## src/logic/iau_defines.vh

```
// What this block does
// - pointer high byte bit 7 set routes window access to program flash.
// - indirect read of flash returns only low eight bits of the word.
// - writes through a pointer into program flash change nothing.
// - flash read through the pointer costs one extra instruction cycle.
// - window registers store nothing; accesses go to the pointed location.
// - pointer at a window register: read gives zero, write suppressed.
// - pointer is high byte concatenated above low byte.
// - 16-bit pointer, 65536 locations, three regions.
// - pointer 0x000 to 0xFFF maps to absolute data register addresses.
// - pointer wraps at 0000h and FFFFh on increment or decrement.
// - automatic pointer steps leave status flags unchanged.
`ifndef IAU_DEFINES_VH
`define IAU_DEFINES_VH
`define IAU_FLASH_BIT 15
`define IAU_TRAD_TOP 16'h0FFF
`define IAU_WIN0_ADDR 16'h0000
`define IAU_WIN1_ADDR 16'h0001
`define IAU_LIN_BASE 16'h2000
`define IAU_LIN_SIZE 16'h6000
`define IAU_PTR_RESET 16'h0000
`define IAU_EXTRA_CYCLES 1
`define IAU_MODE_PREINC 2'h0
`define IAU_MODE_PREDEC 2'h1
`define IAU_MODE_POSTINC 2'h2
`define IAU_MODE_POSTDEC 2'h3
`define IAU_REGION_TRAD 2'h0
`define IAU_REGION_LIN 2'h1
`define IAU_REGION_FLASH 2'h2
`define IAU_REGION_NONE 2'h3
`endif

```

## src/logic/iau_region_decode.v

```verilog
`timescale 1ns/1ns
`include "iau_defines.vh"
module iau_region_decode
(
	input wire [15:0] pointer,
	output reg [1:0] region,
	output wire isWindow,
	output reg [15:0] mappedAddr
);
	// ==============================
	// region decode
	// window registers themselves are caught first
	assign isWindow = (pointer == `IAU_WIN0_ADDR) || (pointer == `IAU_WIN1_ADDR);
	always @*
	begin
		region = `IAU_REGION_NONE;
		mappedAddr = 16'h0000;
		if (pointer[`IAU_FLASH_BIT])
		begin
			region = `IAU_REGION_FLASH;
			mappedAddr = {1'b0, pointer[14:0]};
		end
		else if (pointer <= `IAU_TRAD_TOP)
		begin
			region = `IAU_REGION_TRAD;
			mappedAddr = pointer;
		end
		else if ((pointer >= `IAU_LIN_BASE) && (pointer < (`IAU_LIN_BASE + `IAU_LIN_SIZE)))
		begin
			region = `IAU_REGION_LIN;
			mappedAddr = pointer - `IAU_LIN_BASE;
		end
	end
endmodule

```

## src/logic/iau_indirect_address_unit.v

```verilog
`timescale 1ns/1ns
`include "iau_defines.vh"
module iau_indirect_address_unit
(
	input wire clk,
	input wire reset_n,
	input wire clkEnable,
	// pointer byte loads from core
	input wire ptrSel,
	input wire loadHigh,
	input wire loadLow,
	input wire [7:0] loadData,
	// indirect access request
	input wire accessValid,
	input wire accessWrite,
	input wire accessSel,
	input wire useMode,
	input wire [1:0] stepMode,
	input wire [5:0] offset,
	input wire [7:0] writeData,
	// data memory port
	output reg dataRead,
	output reg dataWrite,
	output reg [15:0] dataAddr,
	output reg [7:0] dataWriteValue,
	input wire [7:0] dataReadValue,
	output reg linearAccess,
	// program flash port
	output reg flashRead,
	output reg [14:0] flashAddr,
	input wire [13:0] flashWord,
	// result
	output wire stall,
	output reg resultValid,
	output reg [7:0] resultData,
	output reg zeroFlag,
	output reg flagUpdate,
	output reg [15:0] pointer0,
	output reg [15:0] pointer1
);
	localparam IDLE = 2'h0;
	localparam FLASH_WAIT = 2'h1;
	localparam FLASH_DONE = 2'h2;

	reg [1:0] state;
	reg [15:0] basePtr;
	reg [15:0] effPtr;
	reg [15:0] next_ptr;
	reg heldSel;
	wire [1:0] region;
	wire isWindow;
	wire [15:0] mappedAddr;

	// ==============================
	// pointer arithmetic
	function [15:0] stepPointer;
		input [15:0] ptr;
		input [1:0] mode;
		begin
			// 16-bit sums wrap naturally at both ends
			if ((mode == `IAU_MODE_PREINC) || (mode == `IAU_MODE_POSTINC))
				stepPointer = ptr + 16'h0001;
			else
				stepPointer = ptr - 16'h0001;
		end
	endfunction

	// effective address and updated pointer for current request
	always @*
	begin
		basePtr = accessSel ? pointer1 : pointer0;
		effPtr = basePtr;
		next_ptr = basePtr;
		if (useMode)
		begin
			next_ptr = stepPointer(basePtr, stepMode);
			if ((stepMode == `IAU_MODE_PREINC) || (stepMode == `IAU_MODE_PREDEC))
				effPtr = next_ptr;
		end
		else
			effPtr = basePtr + {{10{offset[5]}}, offset};
	end

	iau_region_decode decoder
	(
		.pointer(effPtr),
		.region(region),
		.isWindow(isWindow),
		.mappedAddr(mappedAddr)
	);

	// extra cycle while flash is read
	assign stall = (state == FLASH_WAIT);

	// ==============================
	// pointer registers and access sequencing
	always @(posedge clk or negedge reset_n)
	begin
		if (!reset_n)
		begin
			state <= IDLE;
			pointer0 <= `IAU_PTR_RESET;
			pointer1 <= `IAU_PTR_RESET;
			heldSel <= 1'b0;
			dataRead <= 1'b0;
			dataWrite <= 1'b0;
			dataAddr <= 16'h0000;
			dataWriteValue <= 8'h00;
			linearAccess <= 1'b0;
			flashRead <= 1'b0;
			flashAddr <= 15'h0000;
			resultValid <= 1'b0;
			resultData <= 8'h00;
			zeroFlag <= 1'b0;
			flagUpdate <= 1'b0;
		end
		else if (clkEnable)
		begin
			dataRead <= 1'b0;
			dataWrite <= 1'b0;
			flashRead <= 1'b0;
			resultValid <= 1'b0;
			flagUpdate <= 1'b0;
			case (state)
			IDLE:
			begin
				// byte loads compose the pointer
				if (loadHigh && !ptrSel)
					pointer0[15:8] <= loadData;
				if (loadLow && !ptrSel)
					pointer0[7:0] <= loadData;
				if (loadHigh && ptrSel)
					pointer1[15:8] <= loadData;
				if (loadLow && ptrSel)
					pointer1[7:0] <= loadData;
				if (accessValid)
				begin
					heldSel <= accessSel;
					// stepping touches no flag output
					if (accessSel)
						pointer1 <= next_ptr;
					else
						pointer0 <= next_ptr;
					linearAccess <= (region == `IAU_REGION_LIN);
					if (isWindow)
					begin
						// window reads give zero, writes dropped
						if (!accessWrite)
						begin
							resultValid <= 1'b1;
							resultData <= 8'h00;
							zeroFlag <= 1'b1;
							flagUpdate <= 1'b1;
						end
					end
					else if (region == `IAU_REGION_FLASH)
					begin
						// flash writes are silently ignored
						if (!accessWrite)
						begin
							flashRead <= 1'b1;
							flashAddr <= mappedAddr[14:0];
							state <= FLASH_WAIT;
						end
					end
					else if (region != `IAU_REGION_NONE)
					begin
						// redirect to pointed location
						dataAddr <= mappedAddr;
						dataWriteValue <= writeData;
						dataWrite <= accessWrite;
						dataRead <= !accessWrite;
						if (!accessWrite)
							state <= FLASH_DONE;
					end
					else if (!accessWrite)
					begin
						resultValid <= 1'b1;
						resultData <= 8'h00;
						zeroFlag <= 1'b1;
						flagUpdate <= 1'b1;
					end
				end
			end
			FLASH_WAIT:
			begin
				// low byte of program word only
				resultValid <= 1'b1;
				resultData <= flashWord[7:0];
				zeroFlag <= (flashWord[7:0] == 8'h00);
				flagUpdate <= 1'b1;
				state <= IDLE;
			end
			FLASH_DONE:
			begin
				resultValid <= 1'b1;
				resultData <= dataReadValue;
				zeroFlag <= (dataReadValue == 8'h00);
				flagUpdate <= 1'b1;
				state <= IDLE;
			end
			default:
				state <= IDLE;
			endcase
		end
	end
endmodule

```

## config.mk

```make
export PLATFORM = sky130hd
export DESIGN_NAME = iau_indirect_address_unit
export DESIGN_NICKNAME = d
export VERILOG_FILES = /design/src/logic/iau_region_decode.v /design/src/logic/iau_indirect_address_unit.v
export VERILOG_INCLUDE_DIRS = /design/src /design/src/logic
export SDC_FILE = /design/constraint.sdc
export NUM_CORES = 1
export LEC_CHECK = 0
export BUFFER_PORTS_ARGS = -buffer_cell sky130_fd_sc_hd__clkbuf_2
export CAP_MARGIN = 20
export CORE_ASPECT_RATIO = 0.9
export CORE_MARGIN = 1.5
export CORE_UTILIZATION = 50
export DETAILED_ROUTE_END_ITERATION = 6
export GPL_ROUTABILITY_DRIVEN = 1
export PLACE_DENSITY = 0.75
export REMOVE_ABC_BUFFERS = 1
export SLEW_MARGIN = 5
export SYNTH_ARGS = -nofsm -noshare
export SYNTH_HDL_FRONTEND = slang
export SYNTH_HIERARCHICAL = 1
export SYNTH_SLANG_ARGS = --single-unit
```

## constraint.sdc

```tcl
create_clock -name clk -period 7.35 [get_ports clk]
set_clock_uncertainty 0.15 [all_clocks]
set_input_delay 1.1025 -clock clk [delete_from_list [all_inputs] [get_ports clk]]
set_output_delay 1.1025 -clock clk [all_outputs]
set_load 0.02 [all_outputs]
```

==> results_dict.tcl, run 1 <==
set metrics [dict create \
    status "finished, final reports clean" \
    drtIter0Drc 452 \
    ioPinCount 143 \
    clock-sinks 87 \
    cts_resized 0 \
    portBuffers 136 \
    synth.top_cell.area_share_pct 35.29 \
    max_freq_mhz 156.9 \
    rsz0062_at_grt "false" \
    p_comb_share_pct 62.1 \
    yosysMostFrequentCell "dfrtp_1" \
    dpl_worst_slack_ns 0.7318 \
    path_class "primary input to flop" \
    ys_seq_elements 87 \
    synth_cells 671 \
    setup_slack_ns 0.9773 \
    die_area_sq_um 13020 \
    fin_setup_tns_ns 0 \
    hold_class "flop to flop" \
    synth_top_flop_cell "dfrtp_1" \
    die_h_um 108.4 \
    crit_required_ns 7.43 \
    diodes 0 \
    cts_buffer_depth 2 \
    drv_slew 0 \
    antenna_found_initial 0 \
    area_growth_syn_to_layout_pct 17.20 \
    post-dp-hpwl_mm 12.31 \
    hold_buffers 0 \
    synth_warnings 6 \
    synthArstFlopShare_pct 100.0 \
    synth_common_cells "dfrtp_1 (87), a21oi_1 (61), nor2_1 (59), mux2_2 (49), nand2_1 (45)" \
    vdd_drop_max_mv 0.1955 \
    vias 5663 \
    first_global_vias 5592 \
    vias_per_cell 5.917 \
    tightest_slew_ns 0.8025 \
    layout-drive-gt1-share_pct 28.48 \
    internal_power_mw 1.788 \
    fp.dieW_um 120.1 \
    pwr-share-clk_pct 12.9 \
    p_per_area_nw_per_um2 474.2 \
    yosys.area.top_type "dfrtp_1" \
    switching_share_pct 47.86 \
    ys_seq_area_share_pct 35.29 \
    setup_viol 0 \
    cts_root_buf "clkbuf_16" \
    cts_tree "done" \
    final_nets 879 \
    syn_area_sq_um 6170 \
    timing_hold_violations_final 0 \
    core_area_sq_um 12030 \
    p_seq_share_pct 25.1 \
    syn_area_per_cell_sq_um 9.195 \
    row_count 38 \
    cts.clk_slew.worst_paths_ns 0.06 \
    grt_pass1_wl_mm 26.76 \
    ys_types 76 \
    initial_utilization_pct 51.29 \
    cp-end-kind "flop" \
    grt_max_degree 61 \
    period_needed_ns 6.373 \
    max_cap_violations 0 \
    grt_overflow 0 \
    post_drt_wl_per_cell_um 17.23 \
    synth-edff-count 0 \
    power_leakage_nw 3.257 \
    cts-buffers-inserted 9 \
    drtAntennaViolNets 0 \
    grtUsageTotal_pct 25.80 \
    cp-start-kind "primary input" \
    drcViolationCount 0 \
    post_cts_buffers 0 \
    place_congestion 0.8909 \
    p_sw_mw 1.641 \
    dr.pass1.iters 5 \
    slew-limit-headroom_pct 46.50 \
    fin_crit_sh_pct 86.70 \
    path_max_fanout 17 \
    worstSkewPairLatency_ns 0.35 \
    cp.arrival_ns 6.45 \
    totalWireLength_mm 16.49 \
    yosys-top-cells-area "dfrtp_1 (35%), mux2_2 (8.9%), ha_1 (5.9%)" \
    h-tree-depth 3 \
]
final cells by class:
| type | instances | area, sq um |
|---|---|---|
| Multi-Input combinational cell | 528 | 3759 |
| Clock buffer | 11 | 242.7 |
| Clock inverter | 4 | 30.03 |
| Timing Repair Buffer | 142 | 728.2 |
| Tap cell | 160 | 200.2 |
| Inverter | 25 | 93.84 |
| Fill cell | 1058 | 4798 |
| Sequential cell | 87 | 2177 |
power by group through the flow:
| stage | sequential [mW] | combinational, mW | clock [mW] |
|---|---|---|---|
| 3_5_place_dp | 0.867 | 2.11 | 0 |
| 5_1_grt | 0.889 | 2.33 | 0.466 |
| 6_report | 0.860 | 2.13 | 0.441 |
| 2_1_floorplan | 1.11 | 1.26 | 0 |
| 3_3_place_gp | 0.851 | 2.04 | 0 |
| 4_1_cts | 0.859 | 2.12 | 0.448 |
through the flow:
stage	hold slack [ns]	total power, mW	utilization [%]	std cells	instance area, sq um
6_report	0.3261	3.428	60.11	957	7231
5_1_grt	0.3514	3.685	60.11	957	7231
4_1_cts	0.3347	3.431	60.11	957	7231
3_5_place_dp	0.3197	2.976	57.84	942	6958
3_3_place_gp	0.3095	2.893	57.84	942	6958
2_1_floorplan	0.3449	2.376	-	640	6030
worst paths after layout:
path                          startpoint             to  slack, ns  depth (start not counted)
max reg2reg                  pointer0[1]   flashAddr[6]       1.73                         17
min in group asynchronous        reset_n   pointer0[15]       0.51                          1
max in group asynchronous        reset_n   flashAddr[2]       5.45                          2
min                        resultData[5]  resultData[5]       0.33                          2
max                            accessSel   flashAddr[6]       0.98                         18
min reg2reg                resultData[5]  resultData[5]       0.33                          2
registers in the layout, indices dropped and copies added (netlist names):
signal and cells:
dataAddr 16, pointer0 16, pointer1 16, flashAddr 15
dataWriteValue 8, resultData 8, state 2, dataRead 1
dataWrite 1, flagUpdate 1, flashRead 1, linearAccess 1
zeroFlag 1
per-layer routing:
layer	track usage [%]	part of all wire, %	vias up
li1	-	-	2702
met1	33.47	44	2743
met2	42.49	49	187
met3	4.641	4.9	31
met4	11.14	2.2	0
met5	0	0	-
critical path, cell delays in order:
cell and delay, ns:
clkbuf_2 0.30, mux2i_2 0.45, inv_1 0.24, fa_1 0.47
a21o_1 0.17, a21oi_1 0.26, nor2b_1 0.11, o41ai_1 0.54
o2111ai_1 0.27, a41oi_1 0.29, xor2_1 0.15, o21ai_0 0.08
o311a_1 0.20, nor3_2 0.27, and2_4 0.27, or2_1 0.21
or3b_2 0.70, mux2_2 0.35
placed cells by master, fill, tap and decap left out, drive strengths merged, types with 5 or more instances in the layout:
cell type	netlist	final
a211oi	9	9
a21o	11	11
a21oi	62	62
a22o	8	8
a31oi	5	5
buf	11	7
clkbuf	20	146
dfrtp	87	87
ha	29	29
inv	24	26
mux2	51	51
mux2i	15	15
nand2	45	45
nand2b	11	11
nand3	11	11
nor2	59	59
nor2b	18	18
nor3	15	15
nor4	9	9
o21a	5	5
o21ai	34	34
o22ai	32	32
or3	5	5
xnor2	28	28
xor2	8	8
cells by family (layout without fill, tap and decap cells):
logic type | count (synthesis) | in the layout | synth area share [%]
buf+inv | 56 | 182 | 3.792
flops | 87 | 87 | 35.29
xor+xnor | 36 | 36 | 5.232
fa+ha+maj | 31 | 31 | 6.368
simple gates | 194 | 194 | 15.39
mux | 67 | 67 | 12.70
compound gates | 200 | 200 | 21.23
Note: power is estimated with default switching activity, not from simulation.
==> run 2: changes to the inputs <==
- PLACE_DENSITY: 0.75 -> 0.74
- SYNTH_HIERARCHICAL: 1 -> unset
==> run 2 against run 1 <==
  * Sequential power increased by 10%
  * Final area is 9.7% higher
  * Die area grew 12%
  * Hold slack gained 0.012 ns
  * Largest power group unchanged
  * Combinational power fell by 4%
  * Area after synthesis rose by 12%
  * Clock power up 12%
  * Cell count rose by 11%
  * Highest routed layer unchanged
  * Via count up 16%
  * Sequential cell count is the same
  * First-iteration DRC count is 19% higher
  * Global-route usage rose by 0.97 points
  * Critical endpoint is now dataWriteValue[2]
==> results_dict.tcl, run 2 <==
set metrics [dict create \
    status "finished, final reports clean" \
    muxShareOfSynthArea_pct 9.190 \
    vdd_drop_max_mv 0.2121 \
    synth_common_cells "dfrtp_1 (87), nor2_1 (83), a21oi_1 (70), nand2_1 (58), o22ai_1 (41)" \
    ys_types 98 \
    syn_area_per_cell_sq_um 8.953 \
    crit_required_ns 7.44 \
    yosys.area_share.simple_pct 19.30 \
    vias 6597 \
    post-dp-hpwl_mm 14.30 \
    slowest_delay_ns 0.65 \
    slew-limit-headroom_pct 40.04 \
    post_cts_buffers 0 \
    rsz0062_at_grt "false" \
    core_area_sq_um 13410 \
    synth_top_flop_cell "dfrtp_1" \
    setup_slack_ns 1.296 \
    cp_top_family "compound AO/OA/AOI/OAI gates" \
    tightest_slew_ns 0.8768 \
    cts_root_buf "clkbuf_16" \
    path_max_fanout 34 \
    row_count 40 \
    final_common_cell "clkbuf_2" \
    die_area_sq_um 14520 \
    synth_warnings 0 \
    synth.top_cell.area_share_pct 31.54 \
    path_cells "clkbuf_2 > buf_4 > buf_4 > mux2i_1 > inv_1 > ha_1 > a21oi_1 > o21ai_0 > a2111oi_0 > nor3_1 > xor2_1 > a22oi_2 > xnor2_2 > nand4_4 > mux2_4" \
    cts_buffer_depth 2 \
    cts_resized 0 \
    diodes 0 \
    yosysMostFrequentCell "dfrtp_1" \
    worst_path_max_delay_cell "nand4_4" \
    drv_slew 0 \
    dpl_worst_slack_ns 1.029 \
    grt_pass1_wl_mm 31.03 \
    cp-start-kind "primary input" \
    worstSkewPairLatency_ns 0.35 \
    final-instance-count-excl-fill 1058 \
    fin_setup_tns_ns 0 \
    synth_top_family_by_area "compound AO/OA/AOI/OAI gates" \
    synth_cells 771 \
    initial_utilization_pct 51.46 \
    timing_hold_violations_final 0 \
    p_per_area_nw_per_um2 440.2 \
    ys_seq_elements 87 \
    hold_buffers 0 \
    layout-drive-gt1-share_pct 25.17 \
    hold_class "flop to flop" \
    power_leakage_nw 3.452 \
    grtUsageTotal_pct 26.77 \
    drtAntennaViolNets 0 \
    cts_tree "done" \
    synth_fa_ha_area_share_pct 4.459 \
    ioPinCount 143 \
    reg_top3 "dataAddr: 16 flops, pointer0: 16 flops, pointer1: 16 flops" \
    r2r_setup_slack_ns 2.05 \
    yosys.area.top_type "dfrtp_1" \
    cp_num_buf_inv 4 \
    path_common_cell "buf_4" \
    cts-buffers-inserted 9 \
    max_freq_mhz 165.2 \
    drtIter0Drc 540 \
    period_needed_ns 6.054 \
    die_h_um 114.5 \
    drcViolationCount 0 \
    dr.pass1.iters 5 \
    total_power_mw 3.490 \
    yosys-top-cells-area "dfrtp_1 (32%), a21oi_1 (5.1%), nor2_1 (4.5%)" \
    synth_compound_area_share_pct 25.77 \
    totalWireLength_mm 19.00 \
    place_congestion 0.9281 \
    final_nets 965 \
    setup_viol 0 \
    vias_per_cell 6.235 \
    cp-end-kind "flop" \
    syn_area_sq_um 6903 \
    clock-sinks 87 \
    cts.clk_slew.worst_paths_ns 0.06 \
    fin_crit_sh_pct 82.36 \
    h-tree-depth 3 \
    path_class "primary input to flop" \
    fp.dieW_um 126.9 \
    area_growth_syn_to_layout_pct 14.86 \
    post_drt_wl_per_cell_um 17.96 \
    grt_max_degree 48 \
    max_cap_violations 0 \
    grt_overflow 0 \
    synthArstFlopShare_pct 100.0 \
    first_global_vias 6037 \
    synth_xor_area_share_pct 4.296 \
    portBuffers 136 \
    ys_seq_area_share_pct 31.54 \
    synth-edff-count 0 \
    final_cell_mix "clkbuf_2 (135), dfrtp_1 (87), nor2_1 (82)" \
    placed_cells 1042 \
    antenna_found_initial 0 \
    cp.arrival_ns 6.14 \
]
## run 2: cell type report
class / instances / area [sq um]
fillers: 1268 / 5484
multi-input cells: 612 / 4360
flip-flops and latches: 87 / 2177
repair buffers: 144 / 743.2
clock buffers: 9 / 225.2
well taps: 168 / 210.2
inverters: 31 / 116.4
clock inverters: 7 / 96.34
## run 2: final timing paths
check,startpoint,endpoint,depth (start not counted)
max,accessSel,dataWriteValue[2],15
min,flashAddr[6],flashAddr[6],1
max reg2reg,pointer1[2],dataWriteValue[2],12
min reg2reg,flashAddr[6],flashAddr[6],1
max in group asynchronous,reset_n,flashAddr[7],2
min in group asynchronous,reset_n,pointer0[5],1
## run 2: logic make-up (layout without fill, tap and decap cells)
| logic type | Yosys count | count (layout) |
|---|---|---|
| buffers and inverters | 72 | 191 |
| xor gates and xnor gates | 33 | 33 |
| and+or+nand+nor | 251 | 251 |
| AOI/OAI and AO/OA | 251 | 251 |
| adders and majority gates | 24 | 24 |
| muxes | 53 | 53 |
| DFF | 87 | 87 |
## run 2: power breakdown
group / switching [mW] / leakage [nW] / internal, mW
Sequential: 0.245 / 1.01 / 0.703
Clock: 0.196 / 0.160 / 0.299
Combinational: 1.26 / 2.28 / 0.791
Total: 1.70 / 3.45 / 1.79
## run 2: per-stage QoR
step | util [%] | hold WS (ns) | instance area, sq um
after detailed placement | 56.72 | 0.3248 | 7607
after global placement | 56.72 | 0.3134 | 7607
after global routing | 59.11 | 0.3595 | 7929
after floorplan | - | 0.3730 | 6644
final | 59.11 | 0.3381 | 7929
after CTS | 59.11 | 0.3428 | 7929
## run 2: worst register-to-register path, delay by kind of cell (launching register included)
family | cells | cell delay (ns)
AO/OA/AOI/OAI | 4 | 1.20
XOR/XNOR | 2 | 0.82
adder cells (fa/ha/maj) | 1 | 0.41
buffers and inverters | 1 | 0.34
flip-flops | 1 | 0.46
multiplexers | 2 | 1.03
AND/OR/NAND/NOR | 2 | 0.79
## run 2: per-layer routing
layer	global-route usage [%]	share of wire [%]
met3	6.028	7.8
met1	36.71	45
met5	0	0
met2	42.32	45
met4	8.258	1.8
